<file path="config.mk">
export PLATFORM = sky130hd
export DESIGN_NAME = bse_exec
export DESIGN_NICKNAME = d
export VERILOG_FILES = /design/src/logic/bse_pkg.sv /design/src/logic/bse_exec.sv
export SDC_FILE = /design/constraint.sdc
export NUM_CORES = 1
export LEC_CHECK = 0
export BUFFER_PORTS_ARGS = -buffer_cell sky130_fd_sc_hd__clkbuf_2
export CORE_MARGIN = 5
export CORE_UTILIZATION = 52
export CTS_CLUSTER_SIZE = 16
export DETAILED_ROUTE_END_ITERATION = 8
export MAX_ROUTING_LAYER = met4
export PLACE_DENSITY = 0.81
export REMOVE_ABC_BUFFERS = 1
export SETUP_SLACK_MARGIN = 0.15
export SLEW_MARGIN = 15
export SYNTH_ARGS = -nofsm -noshare
export SYNTH_HDL_FRONTEND = slang
export SYNTH_SLANG_ARGS = --single-unit
</file>
<file path="constraint.sdc">
create_clock -name i_clk -period 2.6 [get_ports i_clk]
set_input_delay 0.39 -clock i_clk [delete_from_list [all_inputs] [get_ports i_clk]]
set_output_delay 0.39 -clock i_clk [all_outputs]
set_load 0.1 [all_outputs]
</file>
<file path="src/logic/bse_pkg.sv">
package bse_pkg;

	// Data path and counter widths
	localparam int unsigned DATA_W  = 8;
	localparam int unsigned PTR_W   = 16;
	localparam int unsigned PC_W    = 22;
	localparam int unsigned OFF_W   = 7;
	localparam int unsigned SEL_W   = 3;
	localparam int unsigned CNT_W   = 3;

	// Status flag bit positions
	localparam int unsigned FLG_C = 0;
	localparam int unsigned FLG_Z = 1;
	localparam int unsigned FLG_N = 2;
	localparam int unsigned FLG_V = 3;
	localparam int unsigned FLG_S = 4;
	localparam int unsigned FLG_H = 5;

	// Inverting base for the mask-clear operation
	localparam logic [7:0] MASK_ALL = 8'hff;

	// Cycle costs
	localparam logic [2:0] CYC_ONE   = 3'h1;
	localparam logic [2:0] CYC_TWO   = 3'h2;
	localparam logic [2:0] CYC_THREE = 3'h3;
	localparam logic [2:0] CYC_FOUR  = 3'h4;

	// Counter widths above this make the call one cycle longer
	localparam int unsigned SHORT_PC_W = 16;

	// Operation codes handed in by the fetch stage
	typedef enum logic [4:0] {
		OP_OR_MASK    = 5'h00,
		OP_AND_NOT    = 5'h01,
		OP_SELF_AND   = 5'h02,
		OP_PTR_JUMP   = 5'h03,
		OP_PTR_CALL   = 5'h04,
		OP_EQ_SKIP    = 5'h05,
		OP_RBIT_LOW   = 5'h06,
		OP_RBIT_HIGH  = 5'h07,
		OP_IOBIT_LOW  = 5'h08,
		OP_IOBIT_HIGH = 5'h09,
		OP_BR_FLAG_HI = 5'h0a,
		OP_BR_FLAG_LO = 5'h0b,
		OP_BR_CARRY   = 5'h0c,
		OP_BR_UNEQUAL = 5'h0d,
		OP_BR_MINUS   = 5'h0e,
		OP_BR_PLUS    = 5'h0f,
		OP_BR_SGE     = 5'h10,
		OP_BR_SLT     = 5'h11,
		OP_BR_HC_HI   = 5'h12,
		OP_BR_HC_LO   = 5'h13
	} bse_op_e;

	// Sequencer states
	typedef enum logic {
		ST_IDLE = 1'b0,
		ST_BUSY = 1'b1
	} bse_state_e;

endpackage : bse_pkg

</file>
<file path="src/logic/bse_exec.sv">
`timescale 1ns/1ps
module bse_exec
	import bse_pkg::*;
#(
	parameter int unsigned P_PC_W = PC_W
)
(
	input  wire logic              i_clk,
	input  wire logic              i_arst_n,
	input  wire logic              i_start,
	input  wire bse_op_e           i_op,
	input  wire logic [P_PC_W-1:0] i_pc,
	input  wire logic [DATA_W-1:0] i_rd_val,
	input  wire logic [DATA_W-1:0] i_rr_val,
	input  wire logic [DATA_W-1:0] i_imm,
	input  wire logic [DATA_W-1:0] i_io_val,
	input  wire logic [SEL_W-1:0]  i_bit_sel,
	input  wire logic [DATA_W-1:0] i_status_flags_reg,
	input  wire logic [OFF_W-1:0]  i_offset,
	input  wire logic [PTR_W-1:0]  i_ptr,
	input  wire logic              i_skip_two,
	output logic                   o_ready,
	output logic                   o_done,
	output logic                   o_reg_we,
	output logic [DATA_W-1:0]      o_reg_data,
	output logic                   o_status_flags_reg_we,
	output logic [DATA_W-1:0]      o_status_flags_reg_data,
	output logic                   o_pc_load,
	output logic [P_PC_W-1:0]      o_next_pc,
	output logic                   o_push_we,
	output logic [P_PC_W-1:0]      o_push_addr
);

	////////////////////////////////////////////////////////////////////
	// Operation class decode

	logic is_or;
	logic is_clr;
	logic is_tst;
	logic is_logic;
	logic is_jmp;
	logic is_call;
	logic is_skip;
	logic is_branch;

	assign is_or     = (i_op == OP_OR_MASK);
	assign is_clr    = (i_op == OP_AND_NOT);
	assign is_tst    = (i_op == OP_SELF_AND);
	assign is_logic  = is_or | is_clr | is_tst;
	assign is_jmp    = (i_op == OP_PTR_JUMP);
	assign is_call   = (i_op == OP_PTR_CALL);
	assign is_skip   = (i_op >= OP_EQ_SKIP) && (i_op <= OP_IOBIT_HIGH);
	assign is_branch = (i_op >= OP_BR_FLAG_HI) && (i_op <= OP_BR_HC_LO);

	////////////////////////////////////////////////////////////////////
	// Bit-mask and test data path

	logic [DATA_W-1:0] or_res;
	logic [DATA_W-1:0] clr_res;
	logic [DATA_W-1:0] tst_res;
	logic [DATA_W-1:0] logic_res;
	logic              res_z;
	logic              res_n;
	logic              res_v;
	logic              res_s;
	logic [DATA_W-1:0] flag_keep;
	logic [DATA_W-1:0] flag_new;
	logic [DATA_W-1:0] status_flags_reg_upd;

	assign or_res  = i_rd_val | i_imm;
	assign clr_res = i_rd_val & (MASK_ALL - i_imm);
	assign tst_res = i_rd_val & i_rd_val;
	assign logic_res = is_or ? or_res : is_clr ? clr_res : tst_res;

	// Logic results always clear overflow, so sign equals negative
	assign res_z = (logic_res == '0);
	assign res_n = logic_res[DATA_W-1];
	assign res_v = 1'b0;
	assign res_s = res_n ^ res_v;

	// Only Z N V S are replaced; C H T I pass through untouched
	assign flag_keep = ~((DATA_W'(1) << FLG_Z) | (DATA_W'(1) << FLG_N)
	                   | (DATA_W'(1) << FLG_V) | (DATA_W'(1) << FLG_S));
	assign flag_new  = (DATA_W'(res_z) << FLG_Z)
	                 | (DATA_W'(res_n) << FLG_N)
	                 | (DATA_W'(res_v) << FLG_V)
	                 | (DATA_W'(res_s) << FLG_S);
	assign status_flags_reg_upd  = (i_status_flags_reg & flag_keep) | flag_new;

	////////////////////////////////////////////////////////////////////
	// Skip and branch conditions

	logic reg_bit;
	logic io_bit;
	logic sel_flag;
	logic n_xor_v;
	logic skip_cond;
	logic br_cond;

	assign reg_bit  = i_rr_val[i_bit_sel];
	assign io_bit   = i_io_val[i_bit_sel];
	// For flag branches the flag number travels on the bit select
	assign sel_flag = i_status_flags_reg[i_bit_sel];
	assign n_xor_v  = i_status_flags_reg[FLG_N] ^ i_status_flags_reg[FLG_V];

	assign skip_cond =
		(i_op == OP_EQ_SKIP    && i_rd_val == i_rr_val) |
		(i_op == OP_RBIT_LOW   && !reg_bit)             |
		(i_op == OP_RBIT_HIGH  &&  reg_bit)             |
		(i_op == OP_IOBIT_LOW  && !io_bit)              |
		(i_op == OP_IOBIT_HIGH &&  io_bit);

	assign br_cond =
		(i_op == OP_BR_FLAG_HI &&  sel_flag)        |
		(i_op == OP_BR_FLAG_LO && !sel_flag)        |
		(i_op == OP_BR_CARRY   &&  i_status_flags_reg[FLG_C])   |
		(i_op == OP_BR_UNEQUAL && !i_status_flags_reg[FLG_Z])   |
		(i_op == OP_BR_MINUS   &&  i_status_flags_reg[FLG_N])   |
		(i_op == OP_BR_PLUS    && !i_status_flags_reg[FLG_N])   |
		(i_op == OP_BR_SGE     && !n_xor_v)         |
		(i_op == OP_BR_SLT     &&  n_xor_v)         |
		(i_op == OP_BR_HC_HI   &&  i_status_flags_reg[FLG_H])   |
		(i_op == OP_BR_HC_LO   && !i_status_flags_reg[FLG_H]);

	////////////////////////////////////////////////////////////////////
	// Program counter targets

	logic [P_PC_W-1:0] pc_inc;
	logic [P_PC_W-1:0] pc_skip;
	logic [P_PC_W-1:0] pc_ptr;
	logic [P_PC_W-1:0] off_ext;
	logic [P_PC_W-1:0] pc_branch;
	logic              redirect;
	logic [P_PC_W-1:0] pc_target;

	assign pc_inc  = i_pc + P_PC_W'(1);
	// A skipped two-word instruction moves the counter one word further
	assign pc_skip = i_pc + (i_skip_two ? P_PC_W'(3) : P_PC_W'(2));
	// Upper counter bits are forced to zero by the zero extension
	assign pc_ptr  = P_PC_W'(i_ptr);
	// Sign extension lets branches reach backward as well as forward
	assign off_ext = {{(P_PC_W-OFF_W){i_offset[OFF_W-1]}}, i_offset};
	assign pc_branch = i_pc + off_ext + P_PC_W'(1);

	assign redirect = is_jmp | is_call
	                | (is_skip & skip_cond)
	                | (is_branch & br_cond);
	assign pc_target = (is_jmp | is_call)      ? pc_ptr    :
	                   (is_branch & br_cond)   ? pc_branch :
	                   (is_skip & skip_cond)   ? pc_skip   : pc_inc;

	////////////////////////////////////////////////////////////////////
	// Cycle cost of the accepted operation

	logic [CNT_W-1:0] call_cyc;
	logic [CNT_W-1:0] skip_cyc;
	logic [CNT_W-1:0] op_cyc;

	// A wide counter needs one more stack beat on a call
	assign call_cyc = (P_PC_W > SHORT_PC_W) ? CYC_FOUR : CYC_THREE;
	assign skip_cyc = !skip_cond ? CYC_ONE   :
	                  i_skip_two ? CYC_THREE : CYC_TWO;
	assign op_cyc   = is_jmp    ? CYC_TWO  :
	                  is_call   ? call_cyc :
	                  is_skip   ? skip_cyc :
	                  (is_branch & br_cond) ? CYC_TWO : CYC_ONE;

	////////////////////////////////////////////////////////////////////
	// Sequencer

	bse_state_e       state_ff;
	bse_state_e       nxt_state;
	logic [CNT_W-1:0] cnt_ff;
	logic [CNT_W-1:0] nxt_cnt;
	logic             accept;
	logic             last;

	assign last    = (state_ff == ST_BUSY) && (cnt_ff == CNT_W'(1));
	assign o_done  = last;
	// Back-to-back issue: the last cycle of one op takes the next
	assign o_ready = (state_ff == ST_IDLE) | last;
	assign accept  = i_start & o_ready;

	// Next state and remaining-cycle count
	always_comb
	begin
		nxt_state = state_ff;
		nxt_cnt   = cnt_ff;
		case (state_ff)
			ST_IDLE:
			begin
				if (accept)
				begin
					nxt_state = ST_BUSY;
					nxt_cnt   = op_cyc;
				end
			end
			ST_BUSY:
			begin
				if (accept)
				begin
					nxt_cnt = op_cyc;
				end
				else if (last)
				begin
					nxt_state = ST_IDLE;
					nxt_cnt   = '0;
				end
				else
				begin
					nxt_cnt = cnt_ff - CNT_W'(1);
				end
			end
			default:
			begin
				nxt_state = ST_IDLE;
				nxt_cnt   = '0;
			end
		endcase
	end

	always_ff @(posedge i_clk or negedge i_arst_n)
	begin
		if (!i_arst_n)
		begin
			state_ff <= ST_IDLE;
			cnt_ff   <= '0;
		end
		else
		begin
			state_ff <= nxt_state;
			cnt_ff   <= nxt_cnt;
		end
	end

	////////////////////////////////////////////////////////////////////
	// Result registers, loaded when an operation is accepted

	logic              reg_we_ff;
	logic [DATA_W-1:0] reg_data_ff;
	logic              status_flags_reg_we_ff;
	logic [DATA_W-1:0] status_flags_reg_data_ff;
	logic              redirect_ff;
	logic [P_PC_W-1:0] pc_ff;
	logic              call_ff;
	logic [P_PC_W-1:0] ret_ff;

	always_ff @(posedge i_clk or negedge i_arst_n)
	begin
		if (!i_arst_n)
		begin
			reg_we_ff    <= 1'b0;
			reg_data_ff  <= '0;
			status_flags_reg_we_ff   <= 1'b0;
			status_flags_reg_data_ff <= '0;
			redirect_ff  <= 1'b0;
			pc_ff        <= '0;
			call_ff      <= 1'b0;
			ret_ff       <= '0;
		end
		else if (accept)
		begin
			reg_we_ff    <= is_or | is_clr;
			reg_data_ff  <= logic_res;
			status_flags_reg_we_ff   <= is_logic;
			status_flags_reg_data_ff <= status_flags_reg_upd;
			redirect_ff  <= redirect;
			pc_ff        <= pc_target;
			call_ff      <= is_call;
			ret_ff       <= pc_inc;
		end
	end

	// Strobes fire only in the final cycle; data stays until next accept
	assign o_reg_we    = last & reg_we_ff;
	assign o_reg_data  = reg_data_ff;
	assign o_status_flags_reg_we   = last & status_flags_reg_we_ff;
	assign o_status_flags_reg_data = status_flags_reg_data_ff;
	assign o_pc_load   = last & redirect_ff;
	assign o_next_pc   = pc_ff;
	assign o_push_we   = last & call_ff;
	assign o_push_addr = ret_ff;
endmodule : bse_exec

</file>
==> impl_metrics.tcl <==
set metrics [dict create \
    cp_top_family "compound AO/OA/AOI/OAI gates" \
    ir_drop_uv 890 \
    die_y_um 110 \
    critPathLaunchType "primary input" \
    grt_max_degree 68 \
    ys_types 60 \
    fin_ws_ns -0.0659 \
    dp.cells 977 \
    antenna_found_initial 0 \
    hold_violations 0 \
    cpPeakStageDelay_ns 0.35 \
    routed_wl_mm 19.2 \
    max_freq_mhz 375 \
    area_delta_synth_final_pct 42.1 \
    fin_total_pwr_mw 8.34 \
    whs_ns 0.00946 \
    timing.rr.end "o_next_pc[5]" \
    yosysWarnings 0 \
    power_density_mw_per_mm2 1130 \
    cts_tree "done" \
    dpl.hpwl_mm 13.6 \
    p_leak_nw 3.60 \
    grt_pass1_wl_mm 27.5 \
    synth_seq_cells 65 \
    path_clk_slew_ns 0.08 \
    endpoint_kind "flop" \
    combinationalPowerShare_pct 68.9 \
    wl_per_cell_um 19.1 \
    fin_worst_skew_ns 0.00902 \
    sw_frac_of_total_pct 63.8 \
    dr.pass1.iters 6 \
    worstHoldPathType "in2async" \
    initial_core_util_pct 53.2 \
    cp_num_buf_inv 4 \
    rr_worst_depth 9 \
    portBuffers 161 \
    setup_violations 1 \
    period_needed_ns 2.67 \
    vias 6070 \
    synth_edf_count 0 \
    post-route-util_pct 75.6 \
    maxSlewHeadroom_pct 61.2 \
    drive_gt1_share_pct 38.8 \
    tightestPinTransition_ns 0.584 \
    core_area_mm2 0.00973 \
    async_reset_ff_share_pct 100 \
    drt_iter0_markers 761 \
    synth_ff_type "dfrtp_1" \
    ios 163 \
    rsz0062_at_grt "true" \
    cap_viol_max_count 0 \
    drc_errors 0 \
    clkPwrFrac_pct 10.0 \
    n_antenna_cell 0 \
    num_rows 36 \
    insertion_delay_ns 0.36 \
    violations "negative setup slack" \
    reg2reg_from "cnt_ff[1]" \
    cts_made_buffers 9 \
    rrSetupSlack_ns 0.38 \
    pre_cts_slack_ns -0.559 \
    gp_congestion 0.928 \
    root_buffer "clkbuf_8" \
    die_w_um 110 \
    cp.arrival_ns 2.96 \
    crit_chain "buf_8 > inv_4 > ha_4 > inv_2 > fa_2 > a21o_1 > a221oi_2 > buf_4 > a211oi_4 > a21o_1 > a221oi_2 > xor2_1 > a211o_1 > a22oi_2" \
    slowest_stage "fa_2" \
    viasPerCell 6.03 \
    path_max_fanout 2 \
    synth-seq-area-share_pct 31.4 \
    report.final.slew_viol_count 0 \
    ant_nets 0 \
    worst-setup-path-type "in2reg" \
    nets 994 \
    seq_power_share_pct 21.1 \
    die-area_mm2 0.0121 \
    cts_buffer_depth 2 \
    internal_power_mw 3.02 \
    fin_crit_sh_pct 103 \
    grt_pass1_vias 5798 \
    globalRouteOverflowTotal 0 \
    clkSinkCount 65 \
    netlist_instances 623 \
    status "finished with violations" \
    p_sw_mw 5.33 \
    critPathRequiredTime_ns 2.89 \
    layoutNonFillerInstCount 1007 \
    syn-mean-instance-area_um2 8.31 \
    cts_htree_levels 3 \
    synth_area_mm2 0.00518 \
    grt_usage_pct 30.3 \
]
[sequential cells by signal (all words and copies together) (netlist names)]
register,flops
state_ff,1
reg_we_ff,1
o_push_addr,22
cnt_ff,3
o_reg_data,7
redirect_ff,1
call_ff,1
o_status_flags_reg_data,6
o_next_pc,22
status_flags_reg_we_ff,1
[synthesized netlist by cell type (8+ instances only)]
library cell | count | share of area (%)
nand3_1 | 19 | 1.8
nor2_1 | 41 | 3.0
xnor2_1 | 34 | 5.8
nand2b_1 | 9 | 1.1
and3_1 | 14 | 1.7
and2_1 | 9 | 1.1
nand2_1 | 102 | 7.4
o221ai_1 | 9 | 1.5
inv_1 | 15 | 1.1
nor3_1 | 11 | 1.1
ha_1 | 26 | 6.3
a21o_1 | 10 | 1.4
dfrtp_1 | 65 | 31
mux2i_1 | 10 | 1.9
o21ai_0 | 49 | 4.7
clkbuf_1 | 25 | 1.8
xor2_1 | 36 | 6.1
a21oi_1 | 48 | 4.6
or3_1 | 8 | 0.97
[stage by stage]
step	setup TNS (ns)	instance area, um2
floorplan	-204.33	5040
detailed placement	-6.56	6740
global route	-0.190	7360
finish	-0.0659	7360
global placement	-5.03	6740
CTS	0	7020
[cell type report]
class | count | area, um2
Multi-Input combinational cell | 512 | 3610
Fill cell | 661 | 2370
Timing Repair Buffer | 267 | 1720
Sequential cell | 65 | 1630
Clock buffer | 13 | 169
Tap cell | 133 | 166
Inverter | 15 | 58.8
Clock inverter | 2 | 12.5
[power by group through the flow]
stage / sequential, mW / clock, mW / combinational (mW)
floorplan: 4.79 / 0 / 1.31
global route: 1.80 / 0.893 / 6.01
global placement: 1.74 / 0 / 5.48
finish: 1.76 / 0.835 / 5.75
CTS: 1.74 / 0.845 / 5.62
detailed placement: 1.76 / 0 / 5.57
[logic make-up (layout without fill, tap and decap cells)]
family                     Yosys count  count (layout)  synth area share (%)
muxes                               19              19                  5.56
buffers and inverters               46             297                  3.74
xor gates and xnor gates            70              70                  11.8
AOI/OAI and AO/OA                  159             159                  19.4
other                                1               1                0.0724
adders and majority gates           27              27                  6.67
DFF                                 65              65                  31.4
and+or+nand+nor                    236             236                  21.3
[how the worst max path moves through the flow]
stage                      from             to  depth (start not counted)
floorplan             cnt_ff[1]  o_next_pc[18]                          9
global placement        i_pc[0]  o_next_pc[14]                         14
finish                  i_pc[0]  o_next_pc[14]                         14
global route            i_pc[0]  o_next_pc[14]                         14
detailed placement      i_pc[0]  o_next_pc[14]                         14
CTS                 i_offset[0]  o_next_pc[14]                         14
[metal layers]
metal	vias up	GRT usage [%]	routed length (um)
li1	2712	-	-
met1	2778	36.1	7140
met2	482	50.1	9190
met3	98	3.52	2010
met4	0	16.0	871
met5	-	-	0
[cell usage in the layout (no fill, tap or decap), types with 4 or more instances in the layout]
| master | Yosys | final |
|---|---|---|
| o21ai_0 | 49 | 45 |
| inv_1 | 15 | 12 |
| o221ai_1 | 9 | 7 |
| nand2b_1 | 9 | 8 |
| and3_1 | 14 | 13 |
| a21oi_2 | 0 | 4 |
| a211o_1 | 4 | 4 |
| mux4_2 | 4 | 6 |
| xor2_1 | 36 | 33 |
| buf_6 | 1 | 9 |
| xnor2_2 | 0 | 4 |
| nor2_1 | 41 | 39 |
| a21o_1 | 10 | 10 |
| buf_4 | 3 | 95 |
| nor3_1 | 11 | 10 |
| ha_1 | 26 | 25 |
| nand3_1 | 19 | 18 |
| clkbuf_2 | 1 | 150 |
| xnor2_1 | 34 | 30 |
| o211ai_1 | 5 | 5 |
| mux2i_1 | 10 | 6 |
| nand4_1 | 7 | 7 |
| dfrtp_1 | 65 | 65 |
| nand2_1 | 102 | 99 |
| or3_1 | 8 | 8 |
| clkbuf_8 | 0 | 13 |
| a21oi_1 | 48 | 44 |
| clkbuf_4 | 0 | 5 |
| and2_1 | 9 | 9 |
[what timing repair did]
item                       in CTS  in global routing
hold buffers                    0                  0
setup buffers                   3                 12
resized for setup              25                 55
pin swaps                      12                 38
setup endpoints to repair      24                 25
Power figures use the tool's default switching activity.
